===== src/include/lbt_regs.svh =====
// Structural sizes and reset values of the logic block tile.
`ifndef LBT_REGS_SVH
`define LBT_REGS_SVH
`define LBT_CELLS 4
`define LBT_SLICES 2
`define LBT_CPS 2
`define LBT_LUT_AW 4
`define LBT_LUT_DEPTH 16
`define LBT_DRIVERS 2
`define LBT_FEEDS 4
`define LBT_OUT_RST 1'b0
`define LBT_PREV_RST 1'b0
`endif


===== src/include/lbt_pkg.sv =====
// Types shared by the logic block tile and its slice storage module.
`include "lbt_regs.svh"
package lbt_pkg;
  typedef enum logic [2:0] {
    LBT_RM_LOGIC = 3'b000,
    LBT_RM_16X1 = 3'b001,
    LBT_RM_16X2 = 3'b010,
    LBT_RM_32X1 = 3'b011,
    LBT_RM_DUAL = 3'b100,
    LBT_RM_SHIFT = 3'b101
  } lbt_ram_mode_e;

  typedef struct packed {
    lbt_ram_mode_e mode;
    logic latch;
    logic async_force;
    logic inv_clk;
    logic inv_ce;
    logic inv_init;
    logic inv_opp;
    logic [`LBT_CPS-1:0] init_val;
    logic [`LBT_CPS-1:0] d_bypass;
    logic [`LBT_CPS-1:0] mult_and;
    logic [`LBT_CPS-1:0][`LBT_LUT_DEPTH-1:0] lut_init;
  } lbt_slice_cfg_s;

  typedef struct packed {
    logic clk_in;
    logic ce;
    logic init_force;
    logic opposite_force;
    logic we;
    logic f5_sel;
    logic cin;
    logic [`LBT_CPS-1:0] bypass;
    logic [`LBT_CPS-1:0][`LBT_LUT_AW-1:0] addr;
  } lbt_slice_ctl_s;

  typedef struct packed {
    logic clk_prev;
    logic [`LBT_CPS-1:0] q;
  } lbt_store_state_s;

  typedef struct packed {
    logic [`LBT_CELLS-1:0][`LBT_LUT_DEPTH-1:0] lookup_function_gen;
    logic [`LBT_CELLS-1:0] gen_out;
    logic [`LBT_CELLS-1:0] sum;
    logic [`LBT_SLICES-1:0] five;
    logic six;
    logic [`LBT_SLICES-1:0] cout;
    logic [`LBT_FEEDS-1:0] feed;
    logic [`LBT_DRIVERS-1:0] bus_o;
    logic [`LBT_DRIVERS-1:0] bus_oe;
  } lbt_tile_state_s;
endpackage


===== src/lbt_slice_store.sv =====
// Storage element pair of one slice with shared, invertible clock, enable and force controls.
`timescale 1ns/1ps
`default_nettype none
`include "lbt_regs.svh"
module lbt_slice_store
(
  input wire logic clk,
  input wire logic rst_n,
  input wire lbt_pkg::lbt_slice_cfg_s cfg,
  input wire lbt_pkg::lbt_slice_ctl_s ctl,
  input wire logic [`LBT_CPS-1:0] d,
  output logic [`LBT_CPS-1:0] q,
  output logic act_edge
);
  lbt_pkg::lbt_store_state_s s;
  lbt_pkg::lbt_store_state_s next_s;
  logic ck;
  logic cen;
  logic sr;
  logic by;

  // Each control has its own inversion but both elements see the same result.
  assign ck = ctl.clk_in ^ cfg.inv_clk;
  assign cen = ctl.ce ^ cfg.inv_ce;
  assign sr = ctl.init_force ^ cfg.inv_init;
  assign by = ctl.opposite_force ^ cfg.inv_opp;
  // The slice clock is a fabric level, so its active edge is found by comparison.
  assign act_edge = ck & ~s.clk_prev;
  assign q = s.q;

  always_comb
  begin
    next_s = s;
    next_s.clk_prev = ck;
    for (int k = 0; k < `LBT_CPS; k++)
    begin
      if (cfg.async_force && sr)
        next_s.q[k] = cfg.init_val[k];
      else if (cfg.async_force && by)
        next_s.q[k] = ~cfg.init_val[k];
      else if (cfg.latch ? ck : act_edge)
      begin
        if (sr)
          next_s.q[k] = cfg.init_val[k];
        else if (by)
          next_s.q[k] = ~cfg.init_val[k];
        else if (cen)
          next_s.q[k] = d[k];
      end
    end
  end

  always_ff @(posedge clk)
  begin
    if (!rst_n)
    begin
      s.clk_prev <= `LBT_PREV_RST;
      s.q <= cfg.init_val;
    end
    else
    begin
      s <= next_s;
    end
  end
endmodule
`default_nettype wire


===== src/lbt_tile.sv =====
// Logic block tile: two slices of lookup generators, carry chains, wide muxes and bus drivers.
`timescale 1ns/1ps
`default_nettype none
`include "lbt_regs.svh"
module lbt_tile
(
  input wire logic clk,
  input wire logic rst_n,
  input wire lbt_pkg::lbt_slice_cfg_s [`LBT_SLICES-1:0] cfg,
  input wire lbt_pkg::lbt_slice_ctl_s [`LBT_SLICES-1:0] ctl,
  input wire logic six_sel,
  input wire logic [`LBT_FEEDS-1:0] feed_in,
  input wire logic [`LBT_DRIVERS-1:0] drv_data,
  input wire logic [`LBT_DRIVERS-1:0] drv_en,
  output logic [`LBT_CELLS-1:0] gen_out,
  output logic [`LBT_CELLS-1:0] q,
  output logic [`LBT_CELLS-1:0] sum_out,
  output logic [`LBT_SLICES-1:0] five_out,
  output logic six_out,
  output logic [`LBT_SLICES-1:0] cout,
  output logic [`LBT_FEEDS-1:0] feed_out,
  output logic [`LBT_DRIVERS-1:0] bus_o,
  output logic [`LBT_DRIVERS-1:0] bus_oe
);
  lbt_pkg::lbt_tile_state_s s;
  lbt_pkg::lbt_tile_state_s next_s;
  logic [`LBT_CELLS-1:0][`LBT_LUT_AW-1:0] raddr;
  logic [`LBT_CELLS-1:0][`LBT_LUT_AW-1:0] waddr;
  logic [`LBT_CELLS-1:0] gen;
  logic [`LBT_CELLS-1:0] wdata;
  logic [`LBT_CELLS-1:0] wr;
  logic [`LBT_CELLS-1:0] sh;
  logic [`LBT_CELLS-1:0] dsel;
  logic [`LBT_CELLS-1:0] cgen;
  logic [`LBT_CELLS-1:0] cin_c;
  logic [`LBT_CELLS-1:0] cy;
  logic [`LBT_CELLS-1:0] sm;
  logic [`LBT_SLICES-1:0] f5;
  logic [`LBT_SLICES-1:0] act_edge;
  logic six;

  genvar c;
  genvar g;

  generate
    for (c = 0; c < `LBT_CELLS; c++)
    begin : g_cell
      localparam int SL = c / `LBT_CPS;
      localparam int K = c % `LBT_CPS;
      lbt_pkg::lbt_ram_mode_e mode;
      logic shared_port;
      logic ram_mode;
      logic own_data;
      logic wsel;

      assign mode = cfg[SL].mode;
      // Wide and two-bit RAM run both generators on the first cell's address.
      assign shared_port = (mode == lbt_pkg::LBT_RM_16X2) ||
                           (mode == lbt_pkg::LBT_RM_32X1);
      assign ram_mode = (mode == lbt_pkg::LBT_RM_16X1) ||
                        (mode == lbt_pkg::LBT_RM_16X2) ||
                        (mode == lbt_pkg::LBT_RM_32X1) ||
                        (mode == lbt_pkg::LBT_RM_DUAL);
      assign own_data = (mode == lbt_pkg::LBT_RM_16X1) ||
                        (mode == lbt_pkg::LBT_RM_16X2) ||
                        (mode == lbt_pkg::LBT_RM_SHIFT);

      // The read port is a plain index, so a read follows its address at once.
      assign raddr[c] = shared_port ? ctl[SL].addr[0] : ctl[SL].addr[K];
      assign gen[c] = s.lookup_function_gen[c][raddr[c]];

      // In dual-port mode the second generator mirrors writes made through the first.
      assign waddr[c] = (mode == lbt_pkg::LBT_RM_16X1) ? ctl[SL].addr[K] :
                        ctl[SL].addr[0];
      assign wdata[c] = own_data ? ctl[SL].bypass[K] : ctl[SL].bypass[0];

      // The five-input mux select doubles as the top address bit of the 32-word RAM.
      assign wsel = (mode == lbt_pkg::LBT_RM_32X1) ?
                    (ctl[SL].f5_sel == (K == 1)) : 1'b1;
      assign wr[c] = act_edge[SL] & ctl[SL].we & wsel & ram_mode;
      assign sh[c] = act_edge[SL] & ctl[SL].we &
                     (mode == lbt_pkg::LBT_RM_SHIFT);

      // Storage D is taken from the generator or from the bypass input.
      assign dsel[c] = cfg[SL].d_bypass[K] ? ctl[SL].bypass[K] : gen[c];

      // With mult_and clear and the bypass input held low the chain is an AND of generators.
      assign cgen[c] = cfg[SL].mult_and[K] ?
                       (ctl[SL].addr[K][0] & ctl[SL].addr[K][1]) :
                       ctl[SL].bypass[K];

      if (K == 0)
      begin : g_first
        assign cin_c[c] = ctl[SL].cin;
      end
      else
      begin : g_next
        assign cin_c[c] = cy[c - 1];
      end

      // Generator output is the propagate term of the carry multiplexer.
      assign cy[c] = gen[c] ? cin_c[c] : cgen[c];
      assign sm[c] = gen[c] ^ cin_c[c];
    end

    for (g = 0; g < `LBT_SLICES; g++)
    begin : g_slice
      assign f5[g] = ctl[g].f5_sel ? gen[2 * g + 1] : gen[2 * g];

      lbt_slice_store u_store
      (
        .clk(clk),
        .rst_n(rst_n),
        .cfg(cfg[g]),
        .ctl(ctl[g]),
        .d(dsel[2 * g + 1:2 * g]),
        .q(q[2 * g + 1:2 * g]),
        .act_edge(act_edge[g])
      );
    end
  endgenerate

  assign six = six_sel ? f5[1] : f5[0];

  always_comb
  begin
    next_s = s;
    for (int i = 0; i < `LBT_CELLS; i++)
    begin
      if (wr[i])
        next_s.lookup_function_gen[i][waddr[i]] = wdata[i];
      else if (sh[i])
        next_s.lookup_function_gen[i] = {s.lookup_function_gen[i][`LBT_LUT_DEPTH-2:0], wdata[i]};
    end
    next_s.gen_out = gen;
    next_s.sum = sm;
    next_s.five = f5;
    next_s.six = six;
    // Only the top cell of each slice leaves the tile toward the next one.
    next_s.cout = {cy[3], cy[1]};
    next_s.feed = feed_in;
    next_s.bus_o = drv_data;
    next_s.bus_oe = drv_en;
  end

  always_ff @(posedge clk)
  begin
    if (!rst_n)
    begin
      // Lookup contents come from configuration, as a loaded bitstream would give.
      s.lookup_function_gen <= {cfg[1].lut_init, cfg[0].lut_init};
      s.gen_out <= {`LBT_CELLS{`LBT_OUT_RST}};
      s.sum <= {`LBT_CELLS{`LBT_OUT_RST}};
      s.five <= {`LBT_SLICES{`LBT_OUT_RST}};
      s.six <= `LBT_OUT_RST;
      s.cout <= {`LBT_SLICES{`LBT_OUT_RST}};
      s.feed <= {`LBT_FEEDS{`LBT_OUT_RST}};
      s.bus_o <= {`LBT_DRIVERS{`LBT_OUT_RST}};
      s.bus_oe <= {`LBT_DRIVERS{`LBT_OUT_RST}};
    end
    else
    begin
      s <= next_s;
    end
  end

  assign gen_out = s.gen_out;
  assign sum_out = s.sum;
  assign five_out = s.five;
  assign six_out = s.six;
  assign cout = s.cout;
  assign feed_out = s.feed;
  assign bus_o = s.bus_o;
  assign bus_oe = s.bus_oe;
endmodule
`default_nettype wire


===== config.mk =====
export PLATFORM = sky130hd
export DESIGN_NAME = lbt_tile
export DESIGN_NICKNAME = d
export VERILOG_FILES = /design/src/include/lbt_pkg.sv /design/src/lbt_slice_store.sv /design/src/lbt_tile.sv
export VERILOG_INCLUDE_DIRS = /design/src /design/src/include
export SDC_FILE = /design/constraint.sdc
export NUM_CORES = 1
export LEC_CHECK = 0
export ABC_CLOCK_PERIOD_IN_PS = 2100
export BUFFER_PORTS_ARGS = -buffer_cell sky130_fd_sc_hd__buf_2
export CORE_MARGIN = 2
export CORE_UTILIZATION = 49
export DETAILED_ROUTE_END_ITERATION = 16
export GPL_TIMING_DRIVEN = 1
export HOLD_SLACK_MARGIN = 0.05
export PLACE_DENSITY = 0.88
export REMOVE_ABC_BUFFERS = 1
export SETUP_SLACK_MARGIN = 0.1
export SLEW_MARGIN = 20
export SYNTH_ARGS = -nofsm -noshare
export SYNTH_HDL_FRONTEND = slang
export SYNTH_SLANG_ARGS = --single-unit
export TNS_END_PERCENT = 50

===== constraint.sdc =====
create_clock -name clk -period 2.1 [get_ports clk]
set_input_delay 0.105 -clock clk [delete_from_list [all_inputs] [get_ports clk]]
set_output_delay 0.105 -clock clk [all_outputs]
set_load 0.01 [all_outputs]

# == Word-level counts from Yosys, hierarchy flattened ==
# Index checks and enable logic that the tools add are counted.
# word_totals
input_bits,139
output_inout_bits,25
wordCells,184
reg_bits,91
# op_classes
n_bitwise,38
eq_ne,18
n_mux,82
reduce_logical,20
order_cmp,10
# ops
cell,n
2-to-1 mux 16 bit,8
2-to-1 mux 85 bit,1
bitwise mux 16 bit,4
2-to-1 mux 1 bit,55
< comparator 4 x 5 -> 1 bit (second input constant),6
AND 1 bit,18
binary-select mux 1 bit (select 4 bit),4
demux 1 bit (select 4 bit),4
greater-or-equal comparator 4 x 1 -> 1 bit (second input constant),4
2-to-1 mux 4 bit,4
equality test 3 x 2 -> 1 bit (second input constant),4
equality test 3 bit (second input constant),4
!= test 3 x 1 -> 1 bit (second input constant),4
!= test 6 x 1 -> 1 bit (second input constant),2
XOR 1 bit,12
logical OR 1 bit,10
logical AND 1 bit,8
!= test 4 x 1 -> 1 bit (second input constant),2
NOT 1 bit,8
equality test 3 x 1 -> 1 bit (second input constant),2
2-to-1 mux 2 bit,2
AND reduction 2 bit,2

# == Logic depth before layout (Yosys ltp) ==
# depth
word_depth,13
depth_mapped,9
ltp_nobuf,7

# == By module ==
# Synthesis repeated with hierarchy kept, for this count alone.
# hier_totals
cells_unflattened,765
hier_area_um2,6476.2
# by_module_without_submodules
mod,area_per_inst_um2,instances,seq_area_each_um2,cells_each
lbt_tile,6010.8,1,2342.2,719
lbt_slice_store,232.7,2,80.1,23

# == Worst setup path before layout ==
# Ideal clock, no wire load.
# synth_path
path_kind,register to register
start,reg s[62] (netlist name)
end,reg g_slice[1].u_store.q[0] (netlist name)
setup_ps,260
period_less_slack_ps,2088
n_path_buf,0
path_stages_with_launch,6
arrival_ps,1828
slack_ps,12
required_ps,1840
cell_sequence,edfxtp_1 -> mux4_1 -> mux4_2 -> mux2i_1 -> mux2i_1 -> mux2_2
# synth_via
elab_chain_cells,10
# synth_lines
item,line_no,text
"start, declared",lbt_tile.sv:25,lbt_pkg::lbt_tile_state_s s;
"start signal, assigned",lbt_tile.sv:163,s <= next_s;
binary-select mux 1 bit (select 4 bit),lbt_tile.sv:70,assign gen[c] = s.lookup_function_gen[c][raddr[c]];
2-to-1 mux 1 bit (not written as such),lbt_tile.sv:70,
2-to-1 mux 1 bit,lbt_tile.sv:85,assign dsel[c] = cfg[SL].d_bypass[K] ? ctl[SL].bypass[K] : gen[c];
2-to-1 mux 1 bit,lbt_slice_store.sv:47,else if (cen)
2-to-1 mux 1 bit,lbt_slice_store.sv:45,else if (by)
2-to-1 mux 1 bit,lbt_slice_store.sv:43,if (sr)
2-to-1 mux 1 bit,lbt_slice_store.sv:41,else if (cfg.latch ? ck : act_edge)
2-to-1 mux 1 bit,lbt_slice_store.sv:39,else if (cfg.async_force && by)
2-to-1 mux 1 bit,lbt_slice_store.sv:37,if (cfg.async_force && sr)
2-to-1 mux 2 bit,lbt_slice_store.sv:55,if (!rst_n)
# Every way passes these cells. The select of a mux whose other input is x is not followed.
# A chain may end at the register's enable or synchronous reset.

# == Final worst setup path ==
# layout_path
start,reg s[65] (netlist name)
end,reg g_slice[1].u_store.q[0] (netlist name)
# layout_via
elab_chain_cells,10
# layout_lines
item,line_no
binary-select mux 1 bit (select 4 bit),lbt_tile.sv:70
2-to-1 mux 1 bit (not written as such),lbt_tile.sv:70
2-to-1 mux 1 bit,lbt_tile.sv:85
2-to-1 mux 1 bit,lbt_slice_store.sv:47
2-to-1 mux 1 bit,lbt_slice_store.sv:45
2-to-1 mux 1 bit,lbt_slice_store.sv:43
2-to-1 mux 1 bit,lbt_slice_store.sv:41
2-to-1 mux 1 bit,lbt_slice_store.sv:39
2-to-1 mux 1 bit,lbt_slice_store.sv:37
2-to-1 mux 2 bit,lbt_slice_store.sv:55
# Every way passes these cells. The select of a mux whose other input is x is not followed.

==> impl_metrics.py <==
metrics = {
    "run_status": {
        "status": "complete, but fails checks",
        "violations": "setup timing",
    },
    "critical_path": {
        "required_ns": 2.20,
        "crit_path_end_kind": "register",
        "r2r_setup_slack_ns": -0.16,
        "reg2reg_from": "s[65]",
        "r2r-end": "g_slice[1].u_store.q[0]",
        "cp-start-kind": "register",
        "r2r_cells": 5,
        "arrival_ns": 2.37,
        "path_class": "register to register",
        "cp_max_fo": 3,
    },
    "power": {
        "ir_drop_mv": 0.585,
        "p_sw_share_pct": 30.7,
        "finalPower_mw": 5.21,
        "seqPwrFrac_pct": 43.3,
        "p_int_mw": 3.61,
        "clkPwrFrac_pct": 29.4,
        "p_sw_mw": 1.60,
        "p_leak_nw": 3.33,
        "comb_power_share_pct": 27.3,
        "powerDensity_nw_per_um2": 648,
    },
    "timing": {
        "worst_slew_pin_slew_ns": 0.811,
        "fin_setup_tns_ns": -0.314,
        "hold_viol_final": 0,
        "fin_crit_sh_pct": 108,
        "timing.fmax_mhz": 442,
        "rsz0062_at_grt": "yes",
        "drv_slew": 0,
        "period_minus_slack_ns": 2.26,
        "fin_skew_ns": 0.00831,
        "setup_viol": 4,
        "setup_ws_ns": -0.163,
        "slew_headroom_pct": 45.9,
    },
    "logic_synthesis": {
        "synth.area.mux_share_pct": 11.4,
        "synth_edf_count": 68,
        "yosys.area.top_type_share_pct": 31.7,
        "ys_warn_count": 0,
        "synthTopCellsByArea": "edfxtp_1 (32%), a21oi_1 (9.8%), dfxtp_1 (7.1%)",
        "synth_cells": 772,
        "async_flop_share_pct": 0,
        "synth_xor_area_share_pct": 1.63,
        "yosysTopAreaCell": "edfxtp_1",
        "yosys.area_share.simple_pct": 21.2,
        "avgSynthCellArea_sq_um": 8.36,
        "synth_top_family_by_area": "simple AND/OR/NAND/NOR gates",
        "synth_flop_cell": "edfxtp_1",
        "netlist_area_sq_um": 6450,
        "synth.ff_latch_count": 91,
        "ys_seq_area_share_pct": 38.8,
        "synth_compound_area_share_pct": 20.5,
        "synthAdderAreaFrac_pct": 0,
        "synth_cell_types": 49,
    },
    "cts": {
        "clk_pin_slew_ns": 0.07,
        "cts_buffer_depth": 2,
        "clk_latency_ns": 0.35,
        "cts_sinks": 91,
        "cts_buffers": 9,
        "cts_tree": "yes",
        "htree_levels": 3,
        "cts-root-buf": "clkbuf_16",
    },
    "placement": {
        "port_buffers": 163,
        "hpwl_mm": 13.9,
        "place_congestion": 0.967,
        "place_ws_ns": -0.115,
    },
    "finish": {
        "syn_to_final_growth_pct": 24.5,
        "layout-drive-gt1-share_pct": 29.6,
        "final_nets": 1077,
    },
    "die": {
        "die_area_sq_um": 14100,
        "core_sq_um": 12700,
        "start_util_pct": 50.7,
        "ios": 164,
        "placementRows": 41,
        "chipHeight_um": 119,
        "die_x_um": 119,
    },
    "drt": {
        "viasPerCell": 5.91,
        "drt-total-wl_mm": 19.8,
        "vias": 6600,
        "drc": 0,
        "wl_per_cell_um": 17.7,
        "ant_nets": 0,
        "dr.pass1.iters": 6,
        "first_iter_violations": 941,
    },
    "hold_path": {
        "holdPathStages": 3,
        "hp-start": "cfg[9]",
        "hold_class": "primary input to register",
        "worstHoldEndpoint": "s[30]",
    },
    "global_route": {
        "grt_pass1_vias": 6190,
        "top_usage_layer": "met2",
        "grt_max_degree": 99,
        "grt_overflow": 0,
        "grt_use_met1_pct": 34.9,
        "grt_pass1_wl_mm": 30.4,
        "grt_usage_pct": 26.8,
        "use_met2_pct": 43.9,
        "antenna_found_initial": 1,
        "use_met3_pct": 4.83,
    },
    "run": {
        "maxCapViolCount": 0,
    },
}
metal layers:
layer / wire length, um / vias to the layer above
met5: 0 / -
met4: 589 / 0
met3: 1950 / 69
met2: 9400 / 436
met1: 7820 / 3010
li1: - / 3085
cells in the final DEF, fill, tap and decap left out, types with 3 or more instances in the layout:
cell | netlist | routed
buf_2 | 4 | 163
a21oi_1 | 126 | 118
nor2_1 | 106 | 102
nand2_1 | 88 | 88
edfxtp_1 | 68 | 68
o22ai_1 | 49 | 48
buf_4 | 25 | 46
o21ai_0 | 43 | 41
mux2i_1 | 38 | 37
nor2b_1 | 25 | 25
dfxtp_1 | 23 | 23
nand3_1 | 22 | 22
and2_1 | 18 | 18
dlygate4sd3_1 | 0 | 17
nand2b_1 | 12 | 11
mux4_2 | 7 | 9
clkbuf_16 | 0 | 9
xnor2_1 | 9 | 8
a21oi_2 | 0 | 8
inv_1 | 7 | 6
nor3_1 | 5 | 5
mux2_2 | 8 | 5
or2_2 | 4 | 4
mux2_4 | 1 | 4
nor3b_2 | 2 | 3
nand4_1 | 3 | 3
a21o_1 | 3 | 3
mux2i_2 | 2 | 3
nor2_4 | 0 | 3
xor2_1 | 3 | 3
inv_6 | 0 | 3
final cells by class:
type / count / area [sq um]
Fill cell: 1099 / 4690
Multi-Input combinational cell: 600 / 3630
Sequential cell: 91 / 2500
Timing Repair Buffer: 229 / 1380
Clock buffer: 9 / 225
Tap cell: 172 / 215
Clock inverter: 7 / 51.3
Inverter: 7 / 26.3
Antenna cell: 1 / 2.50
critical path: stages (launching register included):
cell and delay (ns):
edfxtp_1 0.41, mux4_2 0.47, mux4_2 0.55, mux2i_1 0.20, mux2i_1 0.12, mux2_4 0.27
kinds of logic (layout without fill, tap and decap cells):
group / Yosys count / in the layout
buffers and inverters: 81 / 252
and+or+nand+nor: 293 / 293
xor gates and xnor gates: 12 / 12
other: 0 / 1
AOI/OAI and AO/OA: 236 / 236
DFF: 91 / 91
muxes: 59 / 59
Yosys cell counts (3+ instances only):
library cell / number
or2_2: 4
nor2_1: 106
nand3_1: 22
mux2i_1: 38
buf_1: 7
nand2_1: 88
and2_1: 18
o21ai_0: 43
nor3_1: 5
nand2b_1: 12
nor2b_1: 25
mux2_2: 8
xor2_1: 3
edfxtp_1: 68
inv_1: 7
buf_4: 25
buf_2: 4
a21o_1: 3
a21oi_1: 126
dfxtp_1: 23
o22ai_1: 49
xnor2_1: 9
nand4_1: 3
clkbuf_1: 36
mux4_2: 7
power by group through the flow:
| stage | sequential, mW | clock, mW | combinational [mW] |
|---|---|---|---|
| after detailed placement | 2.29 | 0 | 1.29 |
| after floorplan | 2.29 | 0 | 0.706 |
| after global placement | 2.27 | 0 | 1.25 |
| after CTS | 2.25 | 1.55 | 1.37 |
| after global routing | 2.27 | 1.63 | 1.54 |
| final | 2.25 | 1.53 | 1.42 |
sequential cells by signal, indices dropped and copies added (netlist names):
name and cells:
bus_o 2, bus_oe 2, gen_out 4, g_slice.u_store.s 2
feed_out 4, six_out 1, sum_out 4, s 64
cout 2, five_out 2, g_slice.u_store.q 4
stage by stage:
stage	hold slack [ns]	util (%)	std cells	instance area, sq um
finish	0.0663	63.1	1116	8030
global route	0.0708	63.1	1116	8030
CTS	0.0512	62.8	1112	7980
detailed placement	0.314	58.7	1078	7460
global placement	0.310	58.6	1078	7450
floorplan	0.205	-	698	6060
worst max path at each step:
stage / from / to / slack, ns / cells after the start
5_1_grt: s[65] / g_slice[1].u_store.q[0] / -0.16 / 5
3_3_place_gp: ctl[17] / cout[1] / -0.06 / 8
2_1_floorplan: g_slice[1].u_store.s[2] / s[54] / -0.37 / 5
6_report: s[65] / g_slice[1].u_store.q[0] / -0.16 / 5
3_5_place_dp: cfg[93] / six_out / -0.12 / 9
4_1_cts: s[65] / g_slice[1].u_store.q[0] / -0.07 / 5
what timing repair did:
action | CTS | global route
hold buffers | 17 | 0
setup endpoints to repair | 8 | 32
endpoints found under the hold margin | 16 | 0
setup buffers | 1 | 3
gates resized for setup | 17 | 9
pin swaps | 6 | 4
Power figures use the tool's default switching activity.
